$ cat config.mk
export PLATFORM = sky130hd
export DESIGN_NAME = slcs_lod_clamp
export DESIGN_NICKNAME = d
export VERILOG_FILES = /design/src/design/slcs_pkg.sv /design/src/design/slcs_compare.sv /design/src/design/slcs_lod_clamp.sv
export SDC_FILE = /design/constraint.sdc
export NUM_CORES = 1
export LEC_CHECK = 0
export CORE_MARGIN = 1.5
export CORE_UTILIZATION = 40
export CTS_CLUSTER_SIZE = 16
export DETAILED_ROUTE_END_ITERATION = 12
export DONT_BUFFER_PORTS = 1
export GPL_TIMING_DRIVEN = 0
export PLACE_DENSITY = 0.54
export RECOVER_POWER = 100
export SLEW_MARGIN = 20
export SYNTH_ARGS = -nofsm -noshare
export SYNTH_HDL_FRONTEND = slang
export SYNTH_HIERARCHICAL = 1
export SYNTH_SLANG_ARGS = --single-unit
$ cat constraint.sdc
create_clock -name mclk -period 1.8 [get_ports mclk]
set_input_delay 0.36 -clock mclk [delete_from_list [all_inputs] [get_ports mclk]]
set_output_delay 0.36 -clock mclk [all_outputs]
set_load 0.01 [all_outputs]
$ cat src/design/slcs_pkg.sv
// Package: constants for the sampler LOD clamp and shadow compare block
`default_nettype none
package slcs_pkg;
    // ------------------------------------------------------------
    // Field widths and layout
    // ------------------------------------------------------------
    localparam int LOD_INT_W  = 4;
    localparam int LOD_FRAC_W = 8;
    localparam int LOD_W      = LOD_INT_W + LOD_FRAC_W;
    localparam int BIAS_W     = 13;
    localparam int CMP_LSB    = 1;
    localparam int CMP_MSB    = 3;
    localparam int RSV_LSB    = 4;
    localparam int RSV_MSB    = 7;
    // ------------------------------------------------------------
    // Values
    // ------------------------------------------------------------
    localparam logic [LOD_W-1:0] LOD_ZERO      = 12'h000;
    localparam logic [LOD_W-1:0] UPPER_MAX     = 12'hE00;
    localparam logic [LOD_W-1:0] LOD_MAX_CODE  = 12'hFFF;
    localparam logic [3:0]       BASE_LEVEL    = 4'h0;
    localparam logic [2:0]       MONO_FILTER   = 3'h6;
    localparam logic [7:0]       BLEND_ZERO    = 8'h00;
    // Compare encodings
    typedef enum logic [2:0] {
        compare_always_pass      = 3'b000,
        compare_never_pass       = 3'b001,
        compare_less             = 3'b010,
        compare_equal            = 3'b011,
        compare_less_or_equal    = 3'b100,
        compare_greater          = 3'b101,
        compare_not_equal        = 3'b110,
        compare_greater_or_equal = 3'b111
    } slcs_cmp_e;
    typedef enum logic {
        aniso_legacy               = 1'b0,
        elliptical_weighted_approx = 1'b1
    } slcs_aniso_e;
endpackage
`default_nettype wire

$ cat src/design/slcs_compare.sv
// Per-texel depth compare for compare-type sample requests
`default_nettype none
module slcs_compare #(
    parameter int REF_W = 16
) (
    // Operands
    input  wire logic [2:0]       func,
    input  wire logic [REF_W-1:0] ref_val,
    input  wire logic [REF_W-1:0] texel,
    // Result
    output logic                  pass
);
    always_comb begin
        unique case (slcs_pkg::slcs_cmp_e'(func))
            slcs_pkg::compare_always_pass:      pass = 1'b1;
            slcs_pkg::compare_never_pass:       pass = 1'b0;
            slcs_pkg::compare_less:             pass = ref_val <  texel;
            slcs_pkg::compare_equal:            pass = ref_val == texel;
            slcs_pkg::compare_less_or_equal:    pass = ref_val <= texel;
            slcs_pkg::compare_greater:          pass = ref_val >  texel;
            slcs_pkg::compare_not_equal:        pass = ref_val != texel;
            slcs_pkg::compare_greater_or_equal: pass = ref_val >= texel;
        endcase
    end
endmodule
`default_nettype wire

$ cat src/design/slcs_lod_clamp.sv
// LOD clamp, min/mag decision, aniso select and shadow compare stage
// Contract
// - One bit selects legacy or elliptical anisotropic
// - Lower clamp U4.8 bounds computed LOD below
// - Min/mag decided after bias, before clamps
// - Lower integer limits finest level; fraction clamps blend
// - Lower clamp wins over upper clamp
// - Upper clamp, 0 to 14, bounds biased LOD
// - Upper integer limits coarsest level; fraction clamps blend
// - Three-bit field selects shadow comparison
`default_nettype none
module slcs_lod_clamp #(
    parameter int REF_W = 16,
    parameter int TEX_N = 4
) (
    // Clock and reset
    input  wire logic                      mclk,
    input  wire logic                      rst_b,
    // Sampler state
    input  wire logic                      aniso_alg_sel,
    input  wire logic [11:0]               lower_detail_clamp,
    input  wire logic [11:0]               upper_detail_clamp,
    input  wire logic [2:0]                cmp_func,
    input  wire logic [2:0]                min_filter,
    input  wire logic [2:0]                mag_filter,
    input  wire logic                      trilinear_en,
    // Request
    input  wire logic                      req_valid,
    input  wire logic [12:0]               lod_in,
    input  wire logic [12:0]               lod_bias,
    input  wire logic                      req_compare,
    input  wire logic [REF_W-1:0]          ref_val,
    input  wire logic [TEX_N*REF_W-1:0]    texels,
    // Result
    output logic                           res_valid,
    output logic                           res_minify,
    output logic [11:0]                    res_lod,
    output logic [3:0]                     res_level,
    output logic [7:0]                     res_blend,
    output logic                           res_elliptical,
    output logic [TEX_N-1:0]               res_cmp,
    output logic                           cfg_mono_err
);
    // ------------------------------------------------------------
    // Decode helpers
    // ------------------------------------------------------------
    // One decode for both filter fields so the two cannot drift apart
    function automatic logic is_mono(input logic [2:0] filt);
        return filt == slcs_pkg::MONO_FILTER;
    endfunction

    // Integer part of a U4.8 detail value names the mip level
    function automatic logic [slcs_pkg::LOD_INT_W-1:0] lod_level(input logic [slcs_pkg::LOD_W-1:0] lod);
        return lod[slcs_pkg::LOD_W-1:slcs_pkg::LOD_FRAC_W];
    endfunction

    // Fraction part of a U4.8 detail value is the trilinear weight
    function automatic logic [slcs_pkg::LOD_FRAC_W-1:0] lod_frac(input logic [slcs_pkg::LOD_W-1:0] lod);
        return lod[slcs_pkg::LOD_FRAC_W-1:0];
    endfunction

    // ------------------------------------------------------------
    // Biased LOD
    // ------------------------------------------------------------
    // One extra bit so the sum of two S4.8 values cannot wrap
    localparam int                      SUM_W       = slcs_pkg::BIAS_W + 1;
    localparam logic signed [SUM_W-1:0] BIASED_ZERO = '0;
    localparam logic signed [SUM_W-1:0] BIASED_TOP  = SUM_W'(slcs_pkg::LOD_MAX_CODE);

    logic signed [SUM_W-1:0]           biased;
    logic        [slcs_pkg::LOD_W-1:0] bsat;
    logic        [slcs_pkg::LOD_W-1:0] upper_eff;
    logic        [slcs_pkg::LOD_W-1:0] clamped;
    logic                              minify;
    logic                              mono_sel;
    logic        [TEX_N-1:0]           cmp_bits;

    // Sign-extend both operands before the add
    assign biased = SUM_W'(signed'(lod_in)) + SUM_W'(signed'(lod_bias));
    // Decided on the biased value before any clamp; zero counts as magnify
    assign minify = (biased > BIASED_ZERO);

    // Saturate to the U4.8 range so the clamps compare like with like
    always_comb begin
        if (biased < BIASED_ZERO) begin
            bsat = slcs_pkg::LOD_ZERO;
        end else if (biased > BIASED_TOP) begin
            bsat = slcs_pkg::LOD_MAX_CODE;
        end else begin
            bsat = biased[slcs_pkg::LOD_W-1:0];
        end
    end

    // ------------------------------------------------------------
    // Detail clamps
    // ------------------------------------------------------------
    // Upper field is held to 14.0 even if software overprograms it
    assign upper_eff = (upper_detail_clamp > slcs_pkg::UPPER_MAX) ? slcs_pkg::UPPER_MAX
                                                                  : upper_detail_clamp;

    always_comb begin
        // Lower applied last so it takes precedence when above upper
        clamped = (bsat > upper_eff) ? upper_eff : bsat;
        if (clamped < lower_detail_clamp) begin
            clamped = lower_detail_clamp;
        end
    end

    // ------------------------------------------------------------
    // Compare lanes
    // ------------------------------------------------------------
    // Every lane shares the function and the reference value
    genvar gi;
    generate
        for (gi = 0; gi < TEX_N; gi++) begin : g_cmp
            slcs_compare #(.REF_W(REF_W)) u_cmp (
                .func    (cmp_func),
                .ref_val (ref_val),
                .texel   (texels[gi*REF_W +: REF_W]),
                .pass    (cmp_bits[gi])
            );
        end
    endgenerate

    // ------------------------------------------------------------
    // Result strobe
    // ------------------------------------------------------------
    // One result per request, exactly one edge later
    always_ff @(posedge mclk or negedge rst_b) begin
        if (!rst_b) begin
            res_valid <= 1'b0;
        end else begin
            res_valid <= req_valid;
        end
    end

    // ------------------------------------------------------------
    // Minify flag
    // ------------------------------------------------------------
    // Taken from the biased value, never from the clamped one
    always_ff @(posedge mclk or negedge rst_b) begin
        if (!rst_b) begin
            res_minify <= 1'b0;
        end else begin
            res_minify <= minify;
        end
    end

    // ------------------------------------------------------------
    // Clamped LOD
    // ------------------------------------------------------------
    // Results refresh every edge; consumers qualify them with res_valid
    always_ff @(posedge mclk or negedge rst_b) begin
        if (!rst_b) begin
            res_lod <= slcs_pkg::LOD_ZERO;
        end else begin
            res_lod <= clamped;
        end
    end

    // ------------------------------------------------------------
    // Mip level
    // ------------------------------------------------------------
    always_ff @(posedge mclk or negedge rst_b) begin
        if (!rst_b) begin
            res_level <= slcs_pkg::BASE_LEVEL;
        end else begin
            res_level <= lod_level(clamped);
        end
    end

    // ------------------------------------------------------------
    // Blend weight
    // ------------------------------------------------------------
    // Without trilinear there is no second level to blend toward
    always_ff @(posedge mclk or negedge rst_b) begin
        if (!rst_b) begin
            res_blend <= slcs_pkg::BLEND_ZERO;
        end else begin
            res_blend <= trilinear_en ? lod_frac(clamped) : slcs_pkg::BLEND_ZERO;
        end
    end

    // ------------------------------------------------------------
    // Anisotropic algorithm
    // ------------------------------------------------------------
    always_ff @(posedge mclk or negedge rst_b) begin
        if (!rst_b) begin
            res_elliptical <= 1'b0;
        end else begin
            res_elliptical <= (aniso_alg_sel == slcs_pkg::elliptical_weighted_approx);
        end
    end

    // ------------------------------------------------------------
    // Shadow compare
    // ------------------------------------------------------------
    // Plain samples report no pass bits, so stale lanes never leak out
    always_ff @(posedge mclk or negedge rst_b) begin
        if (!rst_b) begin
            res_cmp <= '0;
        end else begin
            res_cmp <= req_compare ? cmp_bits : '0;
        end
    end

    // ------------------------------------------------------------
    // Configuration check
    // ------------------------------------------------------------
    // Lower clamp must be zero whenever either filter is monochrome
    assign mono_sel = is_mono(min_filter) || is_mono(mag_filter);

    always_ff @(posedge mclk or negedge rst_b) begin
        if (!rst_b) begin
            cfg_mono_err <= 1'b0;
        end else begin
            cfg_mono_err <= mono_sel && (lower_detail_clamp != slcs_pkg::LOD_ZERO);
        end
    end
endmodule
`default_nettype wire

Yosys cells after proc, flatten, opt, wreduce, memory -nomap -nowiden:

Cells that the tools add are included.

* output and inout port bits: 32
* word-level logic and storage cells: 63
* flip-flop bits (word level): 32
* bits of input ports: 145

* order comparisons: 22
* add/subtract/negate cells: 1
* reduce and logical (&&, ||, !) cells: 4
* multiplexer cells: 11
* equality and inequality tests: 17

Operator list (count)
* == test 16 bit: 4
* greater-or-equal comparator 16 bit: 4
* greater-than comparator 16 bit: 4
* less-or-equal comparator 16 bit: 4
* < comparator 16 bit: 4
* != test 16 bit: 4
* 2-to-1 mux 12 bit: 5
* one-hot mux 1 bit (8 select lines): 4
* == test 3 bit, second input constant: 6
* adder 13 x 13 -> 14 bit: 1
* greater-than comparator 14 x 1 -> 1 bit, second input constant: 1
* greater-than comparator 14 x 13 -> 1 bit, second input constant: 1
* < comparator 14 x 1 -> 1 bit, second input constant: 1
* greater-than comparator 12 bit: 1
* greater-than comparator 12 bit, second input constant: 1
* < comparator 12 bit: 1
* nonzero test 12 bit: 1
* 2-to-1 mux 8 bit: 1
* == test 3 x 2 -> 1 bit, second input constant: 2
* 2-to-1 mux 4 bit: 1
* == test 3 x 1 -> 1 bit, second input constant: 1
* zero test 3 bit: 1
* logical AND 1 bit: 1
* logical OR 1 bit: 1

Logic depth before layout (Yosys ltp):

Gate-level depths: netlist (run 1).

* word-level depth: 9
* mapped depth: 29
* mapped depth without buffers: 26

Hierarchy:

The synthesis (run 1) kept the hierarchy.

By module, submodules not included
* slcs_lod_clamp: times used 1, cells each 305, seq. area each 700.7 µm², area an instance 2733.9 µm²
* slcs_compare: times used 4, cells each 67, seq. area each 0.0 µm², area an instance 495.5 µm²

Worst setup path after synthesis (run 1):

Ideal clock, no wire load.

* path type: input port to flip-flop
* from: in lod_in[6]
* to: reg res_lod[4]
* library setup time: 0.125 ns
* stages on the path: 26
* setup slack: -3.993 ns
* buffers on the path: 5
* data arrival time: 5.668 ns
* data required time: 1.675 ns
* cell sequence: ha_1 -> a21o_1 -> a31oi_1 -> o21ai_0 -> o31ai_1 -> clkbuf_1 -> clkbuf_1 -> nor2_1 -> ha_1 -> nor2b_1 -> o211ai_1 -> a211oi_1 -> o31a_2 -> buf_6 -> buf_2 -> o31a_1 -> ha_1 -> o21ai_0 -> nor2_1 -> o21ai_1 -> a21oi_1 -> a2111oi_4 -> o2111ai_2 -> nand2_4 -> buf_12 -> mux2_4

* cells in the longest elaborated chain, start to end: 8
* elaborated cells on any way between the ends: 9
* classes of those cells: 1 x add/sub; 4 x order compare; 4 x mux

RTL lines
* from (decl): RTL line slcs_lod_clamp.sv:29 `input wire logic [12:0] lod_in,`
* adder 13 x 13 -> 14 bit (*): RTL line slcs_lod_clamp.sv:79 `assign biased = SUM_W'(signed'(lod_in)) + SUM_W'(signed'(lod_bias));`
* greater-than comparator 14 x 13 -> 1 bit: RTL line slcs_lod_clamp.sv:87 `end else if (biased > BIASED_TOP) begin`
* 2-to-1 mux 12 bit: RTL line slcs_lod_clamp.sv:87
* 2-to-1 mux 12 bit (*): RTL line slcs_lod_clamp.sv:85 `if (biased < BIASED_ZERO) begin`
* greater-than comparator 12 bit: RTL line slcs_lod_clamp.sv:103 `clamped = (bsat > upper_eff) ? upper_eff : bsat;`
* 2-to-1 mux 12 bit (*): RTL line slcs_lod_clamp.sv:103
* < comparator 12 bit: RTL line slcs_lod_clamp.sv:104 `if (clamped < lower_detail_clamp) begin`
* 2-to-1 mux 12 bit (*): RTL line slcs_lod_clamp.sv:104
* named net clamped, one bit: RTL line slcs_lod_clamp.sv:73 `logic [slcs_pkg::LOD_W-1:0] clamped;`
* to (signal assigned): RTL line slcs_lod_clamp.sv:155 `res_lod <= slcs_pkg::LOD_ZERO;`
* to (signal assigned): RTL line slcs_lod_clamp.sv:157 `res_lod <= clamped;`
* to (decl): RTL line slcs_lod_clamp.sv:37 `output logic [11:0] res_lod,`

The timed path passes the listed nets; every way through them passes the cells marked *.

Worst setup path in the final report (run 1):

* from: in lod_in[0]
* to: reg res_lod[4]

Same word-level chain as after synthesis.

==> metrics.txt, run 1 <==
Peak VDD IR about 0.00065 V; fraction of layout cells with a size suffix above 1 0.3648; Post-synth top flop dfrtp_1; Final Routed Wirelength ~13 mm; Slew headroom 0.5413; CP Capture Type register; CTS sink count 28; Commonest cells post-synth ha_1, inv_1, nand2_1; DRC 0; register area share after synthesis 0.1486; fin crit period ~5.4 ns; Initial Util 0.4112; crit path max-delay cell type a2111oi_4; max_cap viols 0; crit path buf inv count 6; initial antenna violation count 0; Crit path depth 28; Seq cells post-synth 28; CTS Buf Count 3; grt ovf 0; Worst-Margin Slew just under 0.7 ns; Die H 111.6 um; Antenna Nets Post-Route 0; RSZ-0062 raised after global routing yes; Pwr Density 698.9 nW/um^2; worst hold slack ~0.12 ns; drt wl/cell ~18 um; fin util 0.5641; CP top delay family compound AO/OA/AOI/OAI gates; Critical Path End res_lod[4]; final cell count without fillers 757; placed cell count 716; I/O pin cnt 177; vias in the first global route around 4300; Worst EP arrival approximately 5.5 ns; Longest Clk Path Bufs 2; LEAKAGE 2.785 nW; site row count 39; worst-path fanout max 8; startpoint types input port; fin area 6469 sq um; fillers just over 1000; Tcrit/Tclk final 2.983; Slew Limit Fails 0; largest area contributor in the netlist ha_1; Synth area leaders ha_1, dfrtp_1, inv_1; H-Tree Depth 1; top cell type's share of synthesized area 0.2653; Distinct cells, synth 66; fmax between 150 and 200 MHz; Largest stage delay, worst path roughly 0.36 ns; final worst-path setup slack -3.570 ns; initial drt markers around 180; Cell Area, Synth 4716 sq um; die area roughly 12000 sq um; Total GRT Usage 0.2047; gpl congestion approximately 0.85; P&R area growth vs syn 37.17%; Final HPWL DP between 10 and 15 mm; CTS clk-pin slew, worst paths 0.07 ns; count leader, synth ha_1; total number of vias roughly 4300; PortBufs 0; DP Worst Slack -4.194 ns; CTS tree done; kind of critical path input port to register; final hold violation count 0; min-delay worst type input port to register; first-pass GRT wire length between 20 and 25 mm; DR vias/cell ~5.7; worst path required time a little under 2 ns; Ys Warns 6; Core Region ~11000 sq um; Root Buffer clkbuf_16; CP Launch Point lod_in[0]; antenna cell count 0; failing checks negative setup slack; syn_nets 819; largest net degree at the start of global routing 29; mean area per synthesized cell between 8 and 9 sq um; Mapped Cells about 570; FFs w/ async S/R, synth 1.000; chip width 111.6 um; Post-synth EDFFs 0; TritonRoute pass-1 iters 4; Final Setup Violations 21; run status finished with violations; Nets around 860; Placement Cell Area 5729 sq um
==> layout by cell type (no fill, tap or decap), drive strengths merged, types with 7 or more instances in the layout <==
cell type	count
nand4	22
nand3	17
inv	86
clkbuf	11
o21ai	18
mux2i	13
nor2	34
buf	39
mux2	11
nand2b	11
ha	100
nand2	49
o31a	7
nor4	9
dfrtp	28
a21oi	39
o211ai	7
a21o	15
==> cells by family (layout without fill, tap and decap cells) <==
| family | after synthesis | after routing | share of synthesized area |
|---|---|---|---|
| xor+xnor | 8 | 8 | 0.01486 |
| mux | 24 | 24 | 0.05625 |
| buf+inv | 97 | 138 | 0.08729 |
| simple gates | 191 | 191 | 0.2345 |
| compound gates | 124 | 124 | 0.1889 |
| fa+ha+maj | 101 | 101 | 0.2696 |
| flops | 28 | 28 | 0.1486 |
==> state kept, by name (all words and copies together), names as in the netlist <==
signal / cells
res_lod: 8
res_level: 4
res_cmp: 4
res_elliptical: 1
res_minify: 1
res_valid: 1
cfg_mono_err: 1
res_blend: 8
==> timing repair <==
item / 4_1_cts / 5_1_grt
gates resized for setup: 28 / 39
endpoints found under the hold margin: 28 / 0
setup endpoints to repair: 22 / 25
hold buffers: 2 / 0
pin swaps: 34 / 44
buffers inserted: 21 / 13
gates cloned: 1 / 0
==> through the flow <==
step | power [mW] | TNS, ns
4_1_cts | 4.344 | -71.05
5_1_grt | 4.850 | -76.00
6_report | 4.521 | -70.44
3_5_place_dp | 3.236 | -82.91
3_3_place_gp | 3.177 | -82.11
2_1_floorplan | 2.803 | -69.20
==> power by group <==
group / internal [mW] / switching (mW) / leakage (nW)
registers: 0.806 / 0.167 / 0.343
clock network: 0.444 / 0.238 / 0.0511
logic: 1.52 / 1.35 / 2.39
==> how the worst min path moves through the flow <==
| stage | start | end | slack (ns) | depth (start not counted) |
|---|---|---|---|---|
| floorplan | rst_b | cfg_mono_err | 0.06 | 0 |
| global placement | rst_b | res_blend[6] | 0.06 | 0 |
| detailed placement | rst_b | res_blend[6] | 0.06 | 0 |
| CTS | req_valid | res_valid | 0.12 | 0 |
| global route | req_valid | res_valid | 0.11 | 0 |
| finish | aniso_alg_sel | res_elliptical | 0.12 | 0 |
==> metal layers <==
layer / vias to the layer above / wire (um) / track usage
li1: 2157 / - / -
met4: 0 / 339 / 0.05907
met2: 135 / 6978 / 0.3992
met1: 2013 / 5233 / 0.2279
met5: - / 0 / 0
met3: 19 / 703 / 0.03048
==> layout make-up <==
cell class                 instances  area, sq um  area share
clock inverter                     1        30.03    0.004642
inverter                          86        432.9     0.06692
multi-input combinational        448         4622      0.7145
clock buffer                       3        75.07     0.01161
buffer                            11        101.3     0.01567
tap                              143        178.9     0.02766
sequential                        28        700.7      0.1083
timing repair buffer              37        327.8     0.05068
No activity file was read; power rests on OpenSTA's default activity.
==> inputs of run 2 (changes only) <==
--- a/constraint.sdc
+++ b/constraint.sdc
@@ -3,2 +3,2 @@
 set_output_delay 0.36 -clock mclk [all_outputs]
-set_load 0.01 [all_outputs]
+set_load 0.005 [all_outputs]
==> metrics.txt, run 2 (synthesized netlist as in run 1, its figures left out) <==
fraction of layout cells with a size suffix above 1 0.3713 (+0.006515); RSZ-0062 raised after global routing yes; TritonRoute pass-1 iters 4 (unchanged); placed cell count 716 (unchanged); total number of vias 4326 (+0.046%); kind of critical path input port to register; DR vias/cell 5.715 (about the same); commonest cells after routing, fill and taps aside inv_1, ha_4, nand2_1, ha_1; I/O pin cnt 177 (unchanged); Root Buffer clkbuf_16; final cell count without fillers 757 (unchanged); Tcrit/Tclk final 2.983 (about the same); LEAKAGE 2.798 nW (+0.49%); CTS sink count 28 (unchanged); worst-path fanout max 8 (unchanged); initial antenna violation count 0 (unchanged); Peak VDD IR 0.0006129 V (-5.8%); initial drt markers 179 (unchanged); Placement Cell Area 5729 sq um (unchanged); antenna cell count 0 (unchanged); CP Capture Type register; Antenna Nets Post-Route 0 (unchanged); chip width 111.6 um (unchanged); P&R area growth vs syn 37.49%; fin crit period 5.370 ns (-0.0001000 ns); grt ovf 0 (unchanged); gpl congestion 0.8542 (unchanged); vias in the first global route 4316 (unchanged); WHS Path Cells 0 (unchanged); total power draw 4.460 mW (-1.3%); fin util 0.5654 (+0.001309); failing checks negative setup slack; fillers 1012 (-0.78%); Pwr Density 687.9 nW/um^2 (-1.6%); Worst EP arrival 5.52 ns (about the same); worst path required time 1.95 ns (about the same); Longest Clk Path Bufs 2 (unchanged); Nets 861 (unchanged); max_cap viols 0 (unchanged); Largest stage delay, worst path 0.36 ns (about the same); Final Routed Wirelength 13.24 mm (about the same); Final HPWL DP 11.15 mm (unchanged); Total GRT Usage 0.2047 (unchanged); Core Region 11470 sq um (unchanged); CTS Buf Count 3 (unchanged); die area 12450 sq um (unchanged); largest net degree at the start of global routing 29 (unchanged); PortBufs 0 (unchanged); Final Setup Violations 21 (unchanged); fin area 6484 sq um (+0.23%); crit path max-delay cell type a2111oi_4; biggest registers after layout res_blend x8, res_lod x8; Slew Limit Fails 0 (unchanged); hold path startpoint aniso_alg_sel; first-pass GRT wire length 20.90 mm (unchanged); final hold violation count 0 (unchanged); startpoint types input port; DRC 0 (unchanged); min-delay worst type input port to register; Die H 111.6 um (unchanged); fmax 186.2 MHz (about the same); Worst-Margin Slew 0.6881 ns (unchanged); final worst-path setup slack -3.570 ns (+0.0001000 ns); CTS clk-pin slew, worst paths 0.07 ns (about the same); Initial Util 0.4112 (unchanged); CTS tree done; Slew headroom 0.5413 (unchanged); drt wl/cell 17.50 um (about the same); Worst Hold End res_elliptical; H-Tree Depth 1 (unchanged); site row count 39 (unchanged); run status finished with violations
## run 2: cell counts in the layout (fill, tap and decap cells not counted)
Identical to the previous run, type by type.
## run 2: worst max path at each step
stage	startpoint	end	slack, ns	depth (start not counted)
3_5_place_dp	lod_in[3]	res_lod[4]	-4.19	25
3_3_place_gp	lod_in[3]	res_lod[6]	-4.15	25
5_1_grt	lod_in[0]	res_level[2]	-3.84	28
4_1_cts	lod_in[0]	res_level[1]	-3.60	29
6_report	lod_in[0]	res_lod[4]	-3.57	28
2_1_floorplan	lod_in[0]	res_lod[4]	-3.57	28
## run 2: through the flow
step	setup slack, ns	hold WS, ns	setup TNS [ns]
after detailed placement	-4.194	0.06496	-82.91
after CTS	-3.598	0.1155	-71.05
after floorplan	-3.570	0.06441	-69.20
final	-3.570	0.1181	-70.44
after global placement	-4.154	0.06494	-82.11
after global routing	-3.837	0.1084	-76.00
## run 2: repair_timing
item	4_1_cts	5_1_grt
pin swaps	34	44
buffers inserted	21	13
hold endpoints to repair	28	0
hold buffers	2	0
gates cloned	1	0
gates resized for setup	28	39
endpoints found under the setup margin	22	25
## run 2: cell type report
type,count,area (sq um),share of cell area
well taps,143,178.9,0.02760
plain buffers,11,116.4,0.01795
clock buffers,3,75.07,0.01158
repair buffers,37,327.8,0.05056
clock inverters,1,30.03,0.004631
flip-flops and latches,28,700.7,0.1081
inverters,86,432.9,0.06677
multi-input cells,448,4622,0.7129
## run 2: routing by layer
| metal | share of wire | global-route usage |
|---|---|---|
| met5 | 0 | 0 |
| met4 | 0.026 | 0.05907 |
| met3 | 0.052 | 0.03048 |
| met2 | 0.53 | 0.3992 |
| met1 | 0.39 | 0.2279 |
## run 2: worst max-delay path, delay by kind of cell
kind,cells,cell delay (ns)
multiplexers,1,0.29
adder cells (fa/ha/maj),4,0.99
AO/OA/AOI/OAI,12,2.53
AND/OR/NAND/NOR,5,0.59
buffers and inverters,6,0.74
## run 2: where the power goes
group	switching [mW]	internal (mW)	leakage (nW)
combinational	1.33	1.55	2.40
clock	0.238	0.444	0.0511
sequential	0.0977	0.804	0.343
total	1.67	2.79	2.80
